<file path="src/cmdec_regs.vh">
`ifndef CMDEC_REGS_VH
`define CMDEC_REGS_VH

// element indices on the register port
`define CMDEC_EL_CMD 5'h00
`define CMDEC_EL_JOG_SPEED 5'h01
`define CMDEC_EL_JOG_ACC 5'h02
`define CMDEC_EL_JOG_DEC 5'h03
`define CMDEC_EL_MOVE_VEL 5'h04
`define CMDEC_EL_MOVE_ACC 5'h05
`define CMDEC_EL_MOVE_DEC 5'h06
`define CMDEC_EL_MOVE_DIST 5'h07
`define CMDEC_EL_CURRENT 5'h08
`define CMDEC_EL_LETTERS 5'h09
`define CMDEC_EL_DATA1 5'h0a
`define CMDEC_EL_DATA2 5'h0b
`define CMDEC_EL_LAST 5'h0f
`define CMDEC_STATUS_ADDR 5'h10

// command word bit positions
`define CMDEC_B_ENABLE 1
`define CMDEC_B_DISABLE 2
`define CMDEC_B_REL 3
`define CMDEC_B_ABS 4
`define CMDEC_B_SENSOR 5
`define CMDEC_B_DSENSOR 6
`define CMDEC_B_SAFETY 7
`define CMDEC_B_MASK 8
`define CMDEC_B_OUTSET 9
`define CMDEC_B_SPDCHG 10
`define CMDEC_B_SEEK 11
`define CMDEC_B_ORIGB 12
`define CMDEC_B_VARE 13
`define CMDEC_B_CRASH 14
`define CMDEC_B_RAMP 15
`define CMDEC_B_JOG 16
`define CMDEC_B_JOGUPD 17
`define CMDEC_B_HOST 18
`define CMDEC_B_SEGMENT 19
`define CMDEC_B_FAULTRST 20
`define CMDEC_B_CURRENT 21
`define CMDEC_USED_MASK 32'h003ffffe

// i/o condition code fields
`define CMDEC_IO_HIGH 8'h48
`define CMDEC_IO_LOW 8'h4c
`define CMDEC_IO_RISE 8'h52
`define CMDEC_IO_FALL 8'h46
`define CMDEC_IO_BASE 8'hb0
`define CMDEC_IO_MAXPT 8'h0c

`define CMDEC_RST_WORD 32'h00000000

`endif

</file>
<file path="src/cmdec_top.v">
// Overview of operation
// RULE1 - zero command word is idle; repeat identical commands with idle in between
// RULE2 - every command bit acts only on its clear-to-set transition, host bit excepted
// RULE3 - held host bit reissues when letters or a data word changed
// RULE4 - rising bit 1 energizes the motor
// RULE5 - rising bit 2 disengages the motor
// RULE6 - rising bit 3 relative move, bit 4 absolute move, using elements 4 to 7
// RULE7 - controller loads velocity, accel, decel, distance into elements 4 to 7 first
// RULE8 - rising bits 5 to 9 and 11 to 13 start i/o conditioned moves
// RULE9 - controller puts i/o point in data one, second point in data two
// RULE10 - rising bit 14 is a crash stop at maximum acceleration
// RULE11 - rising bit 15 is a normal stop ramping with configured deceleration
// RULE12 - rising bit 16 starts a jog using elements 1, 2 and 3
// RULE13 - jog speed is signed; negative means counter-clockwise
// RULE14 - rising bit 17 applies new jog speed immediately while moving
// RULE15 - jog accel and decel change only at standstill
// RULE16 - controller puts two ascii letters in low 16 bits of element 9
// RULE17 - bit 18 set runs the host command from elements 9, 10, 11
// RULE18 - rising bit 19 runs the stored segment numbered in element 10
// RULE19 - rising bit 10 starts the speed change move
// RULE20 - rising bit 20 requests an alarm reset
// RULE21 - rising bit 21 applies current from element 8, only where supported
// RULE22 - i/o code: upper byte condition, lower byte 0xb0 plus point
// RULE23 - edges found by comparing each command word with the previous one
// RULE24 - bit 0 and bits 22 to 31 are ignored
//
// Implementation choices: the address map and the address-and-strobe port.
`timescale 1ns/1ps
`include "cmdec_regs.vh"

module cmdec_top #(
	parameter HAS_CURRENT_CMD = 1
) (
	input wire core_clk,
	input wire rst_n,
	input wire ce,
	input wire [4:0] reg_addr,
	input wire [31:0] reg_wdata,
	input wire reg_wr,
	input wire reg_rd,
	output reg [31:0] reg_rdata,
	input wire motor_moving,
	output reg motor_enabled,
	output wire enable_pulse,
	output wire disable_pulse,
	output wire relative_move,
	output wire absolute_position_move,
	output wire sensor_move,
	output wire double_sensor_move,
	output wire safety_distance_move,
	output wire mask_distance_move,
	output wire output_setting_move,
	output wire speed_change_move,
	output wire seek_origin_move,
	output wire origin_move_b,
	output wire move_variant_e,
	output wire crash_stop,
	output wire normal_ramp_stop,
	output wire jog_start,
	output wire jog_speed_update,
	output wire stored_segment_run,
	output wire fault_reset_request,
	output wire current_demand,
	output reg host_cmd_pulse,
	output reg [31:0] move_vel,
	output reg [31:0] move_acc,
	output reg [31:0] move_dec,
	output reg [31:0] move_dist,
	output reg [31:0] jog_speed,
	output reg jog_ccw,
	output reg [31:0] jog_acc,
	output reg [31:0] jog_dec,
	output reg [31:0] current_value,
	output reg [15:0] host_letters,
	output reg [31:0] host_data1,
	output reg [31:0] host_data2,
	output reg [31:0] segment_num,
	output reg [1:0] io1_cond,
	output reg [3:0] io1_point,
	output reg io1_valid,
	output reg [1:0] io2_cond,
	output reg [3:0] io2_point,
	output reg io2_valid
);
	reg [31:0] elem_q [0:11];
	reg [31:0] cmd_prev_q;
	reg [21:0] act_q;
	reg [15:0] last_letters_q;
	reg [31:0] last_d1_q;
	reg [31:0] last_d2_q;
	wire cmd_wr;
	wire [31:0] cmd_used;
	wire [31:0] rise;
	wire host_changed;
	wire host_fire;
	wire any_move;
	wire [1:0] dec1_cond;
	wire [3:0] dec1_point;
	wire dec1_valid;
	wire [1:0] dec2_cond;
	wire [3:0] dec2_point;
	wire dec2_valid;
	integer i;

	assign cmd_wr = ce && reg_wr && reg_addr == `CMDEC_EL_CMD;
	assign cmd_used = reg_wdata & `CMDEC_USED_MASK; // RULE24
	// a zero word clears the history, so the next identical command rises again
	assign rise = cmd_wr ? (cmd_used & ~cmd_prev_q) : 32'h00000000; // RULE23 RULE1
	assign host_changed = elem_q[9][15:0] != last_letters_q ||
		elem_q[10] != last_d1_q || elem_q[11] != last_d2_q; // RULE3
	assign host_fire = cmd_wr && cmd_used[`CMDEC_B_HOST] &&
		(!cmd_prev_q[`CMDEC_B_HOST] || host_changed); // RULE17 RULE3
	assign any_move = rise[`CMDEC_B_REL] || rise[`CMDEC_B_ABS] ||
		rise[`CMDEC_B_SPDCHG] || (|rise[`CMDEC_B_VARE:`CMDEC_B_SENSOR]);

	assign enable_pulse = act_q[`CMDEC_B_ENABLE];
	assign disable_pulse = act_q[`CMDEC_B_DISABLE];
	assign relative_move = act_q[`CMDEC_B_REL];
	assign absolute_position_move = act_q[`CMDEC_B_ABS];
	assign sensor_move = act_q[`CMDEC_B_SENSOR];
	assign double_sensor_move = act_q[`CMDEC_B_DSENSOR];
	assign safety_distance_move = act_q[`CMDEC_B_SAFETY];
	assign mask_distance_move = act_q[`CMDEC_B_MASK];
	assign output_setting_move = act_q[`CMDEC_B_OUTSET];
	assign speed_change_move = act_q[`CMDEC_B_SPDCHG];
	assign seek_origin_move = act_q[`CMDEC_B_SEEK];
	assign origin_move_b = act_q[`CMDEC_B_ORIGB];
	assign move_variant_e = act_q[`CMDEC_B_VARE];
	assign crash_stop = act_q[`CMDEC_B_CRASH];
	assign normal_ramp_stop = act_q[`CMDEC_B_RAMP];
	assign jog_start = act_q[`CMDEC_B_JOG];
	assign jog_speed_update = act_q[`CMDEC_B_JOGUPD];
	assign stored_segment_run = act_q[`CMDEC_B_SEGMENT];
	assign fault_reset_request = act_q[`CMDEC_B_FAULTRST];
	assign current_demand = act_q[`CMDEC_B_CURRENT];

	cmdec_io_decode u_dec1 (
		.code(elem_q[10][15:0]),
		.cond(dec1_cond),
		.point(dec1_point),
		.valid(dec1_valid)
	);

	cmdec_io_decode u_dec2 (
		.code(elem_q[11][15:0]),
		.cond(dec2_cond),
		.point(dec2_point),
		.valid(dec2_valid)
	);

	// one-cycle action strobes, one per command bit 1 to 21; the bit 0 and host bit 18 strobes stay low
	genvar b;
	generate
		for (b = 0; b < 22; b = b + 1) begin : g_act
			always @(posedge core_clk or negedge rst_n) begin
				if (!rst_n) begin
					act_q[b] <= 1'b0;
				end else if (ce) begin
					if (b == 0 || b == `CMDEC_B_HOST) begin
						act_q[b] <= 1'b0; // RULE24
					end else if (b == `CMDEC_B_CURRENT) begin
						act_q[b] <= rise[b] && HAS_CURRENT_CMD != 0; // RULE21
					end else begin
						act_q[b] <= rise[b]; // RULE2 RULE4 RULE5 RULE6 RULE8 RULE10 RULE11 RULE19 RULE20
					end
				end
			end
		end
	endgenerate

	// assembly element storage and command history
	always @(posedge core_clk or negedge rst_n) begin
		if (!rst_n) begin
			for (i = 0; i < 12; i = i + 1) begin
				elem_q[i] <= `CMDEC_RST_WORD;
			end
			cmd_prev_q <= `CMDEC_RST_WORD;
		end else if (ce && reg_wr) begin
			// reserved elements 12..15 swallow writes
			if (reg_addr < 5'h0c) begin
				elem_q[reg_addr[3:0]] <= reg_wdata;
			end
			if (reg_addr == `CMDEC_EL_CMD) begin
				cmd_prev_q <= cmd_used; // RULE23
			end
		end
	end

	// motor enable state; disable wins if both rise together for safety
	always @(posedge core_clk or negedge rst_n) begin
		if (!rst_n) begin
			motor_enabled <= 1'b0;
		end else if (ce) begin
			if (rise[`CMDEC_B_DISABLE]) begin
				motor_enabled <= 1'b0; // RULE5
			end else if (rise[`CMDEC_B_ENABLE]) begin
				motor_enabled <= 1'b1; // RULE4
			end
		end
	end

	// move parameters are captured with the trigger so later writes cannot disturb a move
	always @(posedge core_clk or negedge rst_n) begin
		if (!rst_n) begin
			move_vel <= `CMDEC_RST_WORD;
			move_acc <= `CMDEC_RST_WORD;
			move_dec <= `CMDEC_RST_WORD;
			move_dist <= `CMDEC_RST_WORD;
			io1_cond <= 2'h0;
			io1_point <= 4'h0;
			io1_valid <= 1'b0;
			io2_cond <= 2'h0;
			io2_point <= 4'h0;
			io2_valid <= 1'b0;
		end else if (ce && any_move) begin
			move_vel <= elem_q[4]; // RULE6
			move_acc <= elem_q[5];
			move_dec <= elem_q[6];
			move_dist <= elem_q[7];
			io1_cond <= dec1_cond; // RULE22
			io1_point <= dec1_point;
			io1_valid <= dec1_valid;
			// only the double sensor move takes a second point
			io2_cond <= rise[`CMDEC_B_DSENSOR] ? dec2_cond : 2'h0;
			io2_point <= rise[`CMDEC_B_DSENSOR] ? dec2_point : 4'h0;
			io2_valid <= rise[`CMDEC_B_DSENSOR] && dec2_valid;
		end
	end

	// jog speed and direction
	always @(posedge core_clk or negedge rst_n) begin
		if (!rst_n) begin
			jog_speed <= `CMDEC_RST_WORD;
			jog_ccw <= 1'b0;
		end else if (ce && (rise[`CMDEC_B_JOG] || rise[`CMDEC_B_JOGUPD])) begin
			jog_speed <= elem_q[1]; // RULE12 RULE14
			jog_ccw <= elem_q[1][31]; // RULE13
		end
	end

	// ramp rates only follow the elements while the shaft is still
	always @(posedge core_clk or negedge rst_n) begin
		if (!rst_n) begin
			jog_acc <= `CMDEC_RST_WORD;
			jog_dec <= `CMDEC_RST_WORD;
		end else if (ce && !motor_moving) begin
			jog_acc <= elem_q[2]; // RULE15 RULE12
			jog_dec <= elem_q[3]; // RULE15
		end
	end

	// segment number and current demand
	always @(posedge core_clk or negedge rst_n) begin
		if (!rst_n) begin
			segment_num <= `CMDEC_RST_WORD;
			current_value <= `CMDEC_RST_WORD;
		end else if (ce) begin
			if (rise[`CMDEC_B_SEGMENT]) begin
				segment_num <= elem_q[10]; // RULE18
			end
			if (rise[`CMDEC_B_CURRENT] && HAS_CURRENT_CMD != 0) begin
				current_value <= elem_q[8]; // RULE21
			end
		end
	end

	// host command hand-off, level held with change detection
	always @(posedge core_clk or negedge rst_n) begin
		if (!rst_n) begin
			host_cmd_pulse <= 1'b0;
			host_letters <= 16'h0000;
			host_data1 <= `CMDEC_RST_WORD;
			host_data2 <= `CMDEC_RST_WORD;
			last_letters_q <= 16'h0000;
			last_d1_q <= `CMDEC_RST_WORD;
			last_d2_q <= `CMDEC_RST_WORD;
		end else if (ce) begin
			host_cmd_pulse <= host_fire; // RULE17
			if (host_fire) begin
				host_letters <= elem_q[9][15:0]; // RULE17
				host_data1 <= elem_q[10];
				host_data2 <= elem_q[11];
				last_letters_q <= elem_q[9][15:0]; // RULE3
				last_d1_q <= elem_q[10];
				last_d2_q <= elem_q[11];
			end
		end
	end

	// read port: data valid only in the cycle after the strobe
	always @(posedge core_clk or negedge rst_n) begin
		if (!rst_n) begin
			reg_rdata <= `CMDEC_RST_WORD;
		end else if (ce) begin
			if (!reg_rd) begin
				reg_rdata <= `CMDEC_RST_WORD;
			end else if (reg_addr < 5'h0c) begin
				reg_rdata <= elem_q[reg_addr[3:0]];
			end else if (reg_addr == `CMDEC_STATUS_ADDR) begin
				reg_rdata <= {27'h0, io2_valid, io1_valid, jog_ccw,
					motor_moving, motor_enabled};
			end else begin
				reg_rdata <= `CMDEC_RST_WORD;
			end
		end
	end
endmodule

</file>
<file path="src/cmdec_io_decode.v">
`timescale 1ns/1ps
`include "cmdec_regs.vh"

module cmdec_io_decode (
	input wire [15:0] code,
	output reg [1:0] cond,
	output reg [3:0] point,
	output reg valid
);
	reg [7:0] off;

	always @* begin
		off = code[7:0] - `CMDEC_IO_BASE; // RULE22
		cond = 2'h0;
		valid = 1'b1;
		case (code[15:8]) // RULE22
			`CMDEC_IO_HIGH: cond = 2'h0;
			`CMDEC_IO_LOW: cond = 2'h1;
			`CMDEC_IO_RISE: cond = 2'h2;
			`CMDEC_IO_FALL: cond = 2'h3;
			default: valid = 1'b0;
		endcase
		// point 0 is the encoder index, 1..12 the inputs
		if (code[7:0] < `CMDEC_IO_BASE || off > `CMDEC_IO_MAXPT) begin
			valid = 1'b0;
		end
		point = valid ? off[3:0] : 4'h0;
	end
endmodule

</file>
<file path="config.mk">
export PLATFORM = sky130hd
export DESIGN_NAME = cmdec_top
export DESIGN_NICKNAME = d
export VERILOG_FILES = /design/src/cmdec_top.v /design/src/cmdec_io_decode.v
export VERILOG_INCLUDE_DIRS = /design/src
export SDC_FILE = /design/constraint.sdc
export NUM_CORES = 1
export LEC_CHECK = 0
export ABC_AREA = 0
export BUFFER_PORTS_ARGS = -buffer_cell sky130_fd_sc_hd__buf_2
export CORE_MARGIN = 1
export CORE_UTILIZATION = 50
export CTS_BUF_LIST = sky130_fd_sc_hd__clkbuf_4 sky130_fd_sc_hd__clkbuf_8
export CTS_CLUSTER_SIZE = 24
export DETAILED_ROUTE_END_ITERATION = 10
export PLACE_DENSITY = 0.72
export SYNTH_ARGS = -nofsm -noshare
export SYNTH_HDL_FRONTEND = slang
export SYNTH_HIERARCHICAL = 1
export SYNTH_SLANG_ARGS = --single-unit
export TNS_END_PERCENT = 20
</file>
<file path="constraint.sdc">
create_clock -name core_clk -period 2.9 [get_ports core_clk]
set_clock_uncertainty 0.05 [all_clocks]
set_input_delay 0.29 -clock core_clk [delete_from_list [all_inputs] [get_ports core_clk]]
set_output_delay 0.29 -clock core_clk [all_outputs]
set_load 0.01 [all_outputs]
</file>
======== Yosys cells after proc, flatten, opt, wreduce, memory -nomap -nowiden ========
Cells that the tools add are included.
storage, ports and cells
  output and inout bits ................... 437
  register bits ........................... 842
  logic and storage cells ................. 132
operators by class
  muxes and demuxes ....................... 22
  bitwise operators ....................... 3
  equality and inequality tests ........... 12
  $add $sub $neg .......................... 2
  reductions and logical operators ........ 31
  order comparisons ....................... 7
operators by type and width
  cell                                                            number
  bitwise mux 384 bit                                             1
  2-to-1 mux 32 bit                                               5
  binary-select mux 32 bit (select 4 bit)                         1
  demux 32 bit (select 4 bit)                                     1
  == test 8 x 7 -> 1 bit (second input constant)                  8
  != test 32 bit                                                  2
  bitwise AND 22 bit                                              1
  2-to-1 mux 22 bit                                               1
  NOT 22 bit                                                      1
  greater-than comparator 8 x 4 -> 1 bit (second input constant)  2
  less-than comparator 8 bit (second input constant)              2
  != test 16 bit                                                  1
  subtractor 8 bit (second input constant)                        2
  2-to-1 mux 4 bit                                                3
  case mux 2 bit (3 select lines)                                 2
  AND reduction 2 bit                                             6
  logical AND 1 bit                                               9
  logical OR 1 bit                                                9
  OR reduction 9 bit                                              1
  OR reduction 4 bit                                              2
  2-to-1 mux 1 bit                                                6
  == test 5 bit (second input constant)                           1
  greater-or-equal comparator 5 bit (second input constant)       1
  logical NOT 5 bit                                               1
  other kinds (7)                                                 8

======== Longest topological paths before layout ========
Gate-level depths: netlist of the first run.
  depth in word-level cells ............... 7
  mapped depth ............................ 8
  gate-level depth less buffers ........... 6

======== Hierarchy ========
Netlist of the first run, hierarchy kept.
modules (own cells, without submodules)
  module           times used  sequential area each (µm²)  cells an instance  area an instance (µm²)
  cmdec_top        1           21,045.2                    2,373              34,999.8
  cmdec_io_decode  2           0.0                         25                 145.1

======== Least setup slack after synthesis of the first run ========
No wires, ideal clock.
  path kind ............................... flip-flop to flip-flop
  from .................................... register host_data2[13] (netlist name)
  to ...................................... register host_data2[9]
  library setup time ...................... 128 ps
  setup slack ............................. 560 ps
  arrival time ............................ 2,162 ps
  period minus slack after synthesis ...... 2,340 ps
  stages on the path, launching flop included .. 8
  path through ............................ dfrtp_1 nand2b_1 o2111ai_1 or4_1 nor4_2 a31oi_4 buf_6 mux2_1
RTL lines
  item                  line             RTL
  end signal, assigned  cmdec_top.v:273  host_data2 <= `CMDEC_RST_WORD;
  end signal, assigned  cmdec_top.v:282  host_data2 <= elem_q[11];
  end, declared         cmdec_top.v:76   output reg [31:0] host_data2,

======== Worst setup path in the final report of the first run ========
  from .................................... register elem_q[66] (netlist bit)
  to ...................................... register host_data1[15]
on the way
  longest elaborated chain between the ends .. 6
ends and longest elaborated chain
  item                             line             RTL
  start, declared                  cmdec_top.v:85   reg [31:0] elem_q [0:11];
  start signal, assigned by index  cmdec_top.v:175  elem_q[i] <= `CMDEC_RST_WORD;
  start signal, assigned by index  cmdec_top.v:181  elem_q[reg_addr[3:0]] <= reg_wdata;
  != test 16 bit                   cmdec_top.v:109  assign host_changed = elem_q[9][15:0] != last_letters_q ||
  logical OR 1 bit                 cmdec_top.v:109
  logical OR 1 bit                 cmdec_top.v:110  elem_q[10] != last_d1_q || elem_q[11] != last_d2_q;
  logical OR 1 bit                 cmdec_top.v:112  (!cmd_prev_q[`CMDEC_B_HOST] || host_changed);
  logical AND 1 bit                cmdec_top.v:111  assign host_fire = cmd_wr && cmd_used[`CMDEC_B_HOST] &&
  AND reduction 2 bit (no line)    -
  end signal, assigned             cmdec_top.v:272  host_data1 <= `CMDEC_RST_WORD;
  end signal, assigned             cmdec_top.v:281  host_data1 <= elem_q[10];
  end, declared                    cmdec_top.v:75   output reg [31:0] host_data1,
No other way between the ends.
A chain may end at the register's enable or synchronous reset.

==> run metrics, run 1 <==
Post-Route WL=between 100,000 and 150,000 µm; Setup Buffers After CTS=0; Critical-path top delay cell=dfrtp_1; synth warn=6; # DRC=0; top post-synthesis cells by area=dfrtp_1 60%, mux2_2 21%, mux4_2 6.1%; crit share post-route=~97%; crit start category=register; worst path cell trace=xor2_1 > nor4_1 > buf_4 > nand4_1 > nor4_2 > a31oi_4 > buf_12 > mux2_1; Num CTS Buffers=~140; Final setup viols=0; initial antenna violation count=10; Design Power=about 29 mW; Mapped Nets=roughly 2,500; number of max-cap violations=0; drt via density=a little under 6; sequential element share of the synthesized area=between 50% and 60%; fmax=about 0.36 GHz; Critical Path Fanout Max=45; share of post-route cells with drive strength above 1=52.05%; vias in the first global route=between 20,000 and 25,000; Post-DP HPWL=between 80,000 and 90,000 µm; first-pass GRT wire length=166,900 µm; post-synthesis compound-gate area fraction=~3.6%; root buf cell=clkbuf_8; die width=between 200 and 300 µm; grt ovf=0; post-synthesis xor/xnor area fraction=~1.3%; count of flip-flops with a built-in enable after synthesis=0; mux contribution to synthesized area=~29%; Hold Path Stages=4; Internal=approximately 21 mW; Iter 0 DRT Violations=1,935; status=completed; CTS tree=done; H-tree levels=4; antenna viol nets, final=0; Clock Pin Slew Worst Setup and Hold Paths=0.06 ns; switch share=27.56%; Avg Inst Size Synth=14.56 µm²; largest family of logic cells by synthesized area=multiplexers; Max Slew Vio Count=0; Relative slew margins=roughly half; Netlist cell types=49; input/output buffers=around 480; Logic pwr share=a little over an eighth; Clock Power Share=a little under two fifths; ys async rst share=between 90% and 100%; Core Area=roughly 70,000 µm²; fin crit period=2.816 ns; GRT Util Overall=about a third; placer's final routability congestion estimate=between 0.9 and 1; simple-gate share of the synthesized area=just under 4%; WL/cell=about 28 µm; crit path capture type=register; critical path class=reg2reg; PD cells=approximately 670 nW/µm²; die area=71,650 µm²; Main synth FF type=dfrtp_1; VDD IR max=0.3599 mV; Lkg Pwr=~22 nW; largest net degree at the start of global routing=roughly 120; Inst Count DP=3,801; final design utilization=61.29%; non-filler cells, final=4,091; P&R area growth vs syn=21.41%; post-synth top area cell=dfrtp_1; fin nets=about 3,100; Worst EP required=between 3 and 4 ns; CP arrival=about 3.4 ns; DRT Pass-1 Iters=5; Worst path max stage delay=about 0.55 ns; Least-Margin Pin Slew=around 0.75 ns; Hold Crit Class=in2reg; Initial Util=between 50% and 60%; FF-to-FF path depth=8; io pins=480; synthesized instance count=2,423; clk buf depth=3; via count=approximately 24,000; die span in y=about 270 µm; Setup TNS=0 ns; RSZ-0062 raised after global routing=no; Seq cells post-synth=between 800 and 900; Synth Area in Adders=0%; Switch Pwr=roughly 8 mW; mapped cell area=between 30,000 and 40,000 µm²; CTS Sinks=841; worst skew pair latency=approximately 0.8 ns; Synth top area share=between 50% and 60%; share of power burned in registers=48.3%; row count=97; Final Hold Fails=0
power groups by stage:
stage          combinational, mW  sequential [mW]  clock [mW]
2_1_floorplan               1.90             13.8           0
3_3_place_gp                3.68             14.0           0
3_5_place_dp                3.78             14.1           0
4_1_cts                     3.84             13.9        11.2
5_1_grt                     4.10             14.0        11.7
6_report                    3.84             13.9        11.0
path summary, 6_finish.rpt:
| check | to | start | slack [ns] |
|---|---|---|---|
| min in group asynchronous | elem_q[300] | rst_n | 0.55 |
| max | host_data1[15] | elem_q[66] | 0.08 |
| max in group asynchronous | elem_q[137] | rst_n | 0.78 |
| max reg2reg | host_data1[15] | elem_q[66] | 0.08 |
| min | reg_rdata[30] | reg_addr[2] | 0.08 |
| min reg2reg | output_setting_move | cmd_prev_q[9] | 0.39 |
final cells by class:
cell class	instances	area, µm²
antenna	6	15.01
tap	940	1176
timing repair buffer	636	3980
sequential	841	21050
multi-input combinational	1341	13360
fill	5439	27060
inverter	82	307.8
clock buffer	222	2736
clock inverter	23	221.5
repair_timing:
item	4_1_cts	5_1_grt
hold buffers	39	0
cloned	0	0
setup endpoints to repair	75	2
endpoints found under the hold margin	994	0
resized for setup	1	1
critical path: cells and delay by family (launching register included):
| kind | cells | cell delay (ns) |
|---|---|---|
| AOI/OAI and AO/OA | 1 | 0.17 |
| xor gates and xnor gates | 1 | 0.25 |
| buffers and inverters | 2 | 0.40 |
| DFF | 1 | 0.55 |
| muxes | 1 | 0.34 |
| and+or+nand+nor | 3 | 0.90 |
kinds of logic after synthesis:
family          count (synthesis)
mux                           810
simple gates                  297
compound gates                183
xor+xnor                       51
flops                         841
buf+inv                       241
registers in the layout, summed over array words and instances (netlist names), 16 cells and up:
name and cells:
jog_speed 32, elem_q 384, segment_num 32, host_data1 32
reg_rdata 32, move_dec 32, host_letters 16, move_vel 32
current_value 32, jog_dec 32, move_acc 32, jog_acc 32
cmd_prev_q 21, host_data2 32, move_dist 32
synth_stat cells, types with 4 or more instances:
cell       instances
nand2b_1           7
nand4_1            5
a22o_1            36
mux2_1             6
nor3_1            13
nor2b_1           20
xnor2_1           12
buf_6              8
buf_2             16
mux2_2           669
dfrtp_1          841
o21ai_0           54
or4b_4             4
and2_1             6
nand2_1          197
clkbuf_1         116
xor2_1            39
or4_1              6
nor2_1            13
inv_1             81
o22ai_1           47
o2bb2ai_1         14
a221o_1            5
a2111oi_0          6
a221oi_1           4
nor4_1            10
mux2i_1           39
buf_1             18
mux4_2            96
metrics by stage:
step | setup WS (ns) | hold WS (ns) | area (µm²)
4_1_cts | 0.02766 | 0.006067 | 42820
3_5_place_dp | -0.1829 | 0.2453 | 39480
2_1_floorplan | 0.5602 | -0.05559 | 35290
6_report | 0.08444 | 0.07611 | 42840
5_1_grt | 0.01551 | 0.05472 | 42830
3_3_place_gp | -0.2087 | 0.2378 | 39480
layout by cell type (no fill, tap or decap), types with 3 or more instances in the layout:
master	synthesis	routed
buf_12	0	23
o221ai_1	3	3
mux4_2	96	96
nor3_1	13	13
clkinvlp_4	0	4
and2_1	6	5
a2111oi_0	6	5
clkbuf_8	0	171
nand2b_1	7	5
mux2_2	669	669
a221o_1	5	5
nand4_1	5	5
a221oi_1	4	4
nor4_1	10	10
o22ai_1	47	47
inv_6	0	6
a22o_1	36	36
or2_2	3	3
o2bb2ai_1	14	14
or4_1	6	3
mux2i_1	39	39
inv_1	81	81
clkinv_2	0	8
dlygate4sd3_1	0	39
nand2_1	197	196
or4b_4	4	4
nor2_1	13	7
clkbuf_4	0	51
a21o_1	3	3
buf_4	1	96
diode_2	0	6
dfrtp_1	841	841
nor2b_1	20	20
mux2_1	6	6
or4_2	0	3
xor2_1	39	39
o21ai_0	54	54
nor2_4	0	6
xnor2_1	12	12
buf_2	16	476
layer usage:
metal,GRT usage (%),routed length [µm]
met4,10.61,3084
met5,0,44
met2,48.98,53060
met3,7.558,9083
met1,46.10,49400
No activity file was read; power rests on OpenSTA's default activity.
==> run 2, diff against run 1 <==
Settings changed: MAX_ROUTING_LAYER set to met4.
==> run metrics, run 2 (synthesis gave the netlist of run 1 again) <==
status=completed; CP arrival=about 3.3 ns; Clock Pin Slew Worst Setup and Hold Paths=approximately 0.06 ns; CTS Sinks=about 840; input/output buffers=about 480; max reg flops=around 380; io pins=480; crit start category=register; WL/cell=approximately 28 µm; placer's final routability congestion estimate=0.9370; via count=23,880; GRT Util Overall=approximately a third; Iter 0 DRT Violations=about 2,100; non-filler cells, final=approximately 4,000; antenna viol nets, final=0; dpl ws=-0.04017 ns; die width=267.7 µm; Relative slew margins=39.97%; root buf cell=clkbuf_8; fmax=between 0.3 and 0.4 GHz; Least-Margin Pin Slew=about 0.9 ns; grt ovf=0; share of post-route cells with drive strength above 1=a little over half; crit share post-route=around 93%; Final Hold Fails=0; DRT Pass-1 Iters=6; worst skew pair latency=slightly above 0.8 ns; critical path class=reg2reg; Final setup viols=0; PnR worst setup slack=around 0.21 ns; first-pass GRT wire length=approximately 170,000 µm; Biggest register=elem_q; Worst EP required=3.53 ns; commonest non-fill, non-tap cell in the layout=dfrtp_1; Initial Util=50.48%; clk buf depth=3; RSZ-0062 raised after global routing=no; vias in the first global route=approximately 25,000; Max Slew Vio Count=0; die span in y=approximately 270 µm; Hold Crit Class=in2reg; largest net degree at the start of global routing=between 90 and 100; drt via density=5.825; Num CTS Buffers=roughly 140; Post-DP HPWL=between 80,000 and 90,000 µm; PD cells=~670 nW/µm²; Lkg Pwr=22.49 nW; Inst Count DP=between 3,000 and 4,000; crit path capture type=register; Post-Route WL=between 100,000 and 150,000 µm; Setup Buffers After CTS=0; Critical Path Fanout Max=44; initial antenna violation count=13; P&R area growth vs syn=21.62%; Setup TNS=0 ns; most frequent cells in the layout=841 x dfrtp_1, 669 x mux2_2, 476 x buf_2; Core Area=about 70,000 µm²; fin nets=around 3,100; hold_ws=about 0.074 ns; fin crit period=about 2.7 ns; # DRC=0; row count=97; die area=71,650 µm²; H-tree levels=4; VDD IR max=around 0.36 mV; CTS tree=done; number of max-cap violations=0
## run 2: final cells by class
type | instances | area, µm²
Sequential cell | 841 | 21050
Clock inverter | 17 | 178.9
Tap cell | 940 | 1176
Clock buffer | 230 | 2809
Fill cell | 5436 | 26990
Inverter | 82 | 307.8
Antenna cell | 8 | 20.02
Multi-Input combinational cell | 1341 | 13360
Timing Repair Buffer | 641 | 4023
## run 2: routing by layer
layer / share of wire [%] / GRT usage (%)
met1: 42 / 45.56
met2: 46 / 49.38
met3: 8.9 / 9.847
met5: 0 / -
met4: 2.7 / 9.637
## run 2: what timing repair did
action	4_1_cts	5_1_grt
resized for setup	1	0
hold buffers	37	0
setup endpoints to repair	29	0
endpoints found under the hold margin	856	0
## run 2: critical path: stages, from the launching register on
cell and delay [ns]:
dfrtp_1 0.37, nand2b_1 0.21, o2111ai_1 0.22, or4_1 0.56
nor4_2 0.28, buf_4 0.16, a31oi_4 0.12, buf_12 0.23
mux2_1 0.33
## run 2: power breakdown
| group | total, mW | switching [mW] | internal, mW |
|---|---|---|---|
| registers | 13.9 | 0.998 | 12.9 |
| logic | 3.89 | 2.07 | 1.83 |
| clock network | 11.1 | 4.83 | 6.30 |
| total | 28.9 | 7.90 | 21.0 |
## run 2: worst paths after layout
| kind | from | endpoint | slack [ns] | cells after the start |
|---|---|---|---|---|
| setup / recovery | host_data1[13] | host_data1[15] | 0.21 | 8 |
| hold / removal | reg_wdata[12] | cmd_prev_q[12] | 0.07 | 4 |
| setup reg to reg | host_data1[13] | host_data1[15] | 0.21 | 8 |
| hold reg to reg | cmd_prev_q[15] | normal_ramp_stop | 0.38 | 1 |
| max in group asynchronous | rst_n | elem_q[129] | 1.72 | 3 |
| min in group asynchronous | rst_n | elem_q[230] | 0.18 | 3 |
## run 2: stage by stage
step           util [%]  instance area (µm²)  power [mW]
6_report          61.40                42920       28.89
5_1_grt           61.39                42920       29.99
4_1_cts           61.37                42900       29.06
3_5_place_dp      56.54                39530       17.88
3_3_place_gp      56.54                39530       17.73
2_1_floorplan         -                35290       15.74
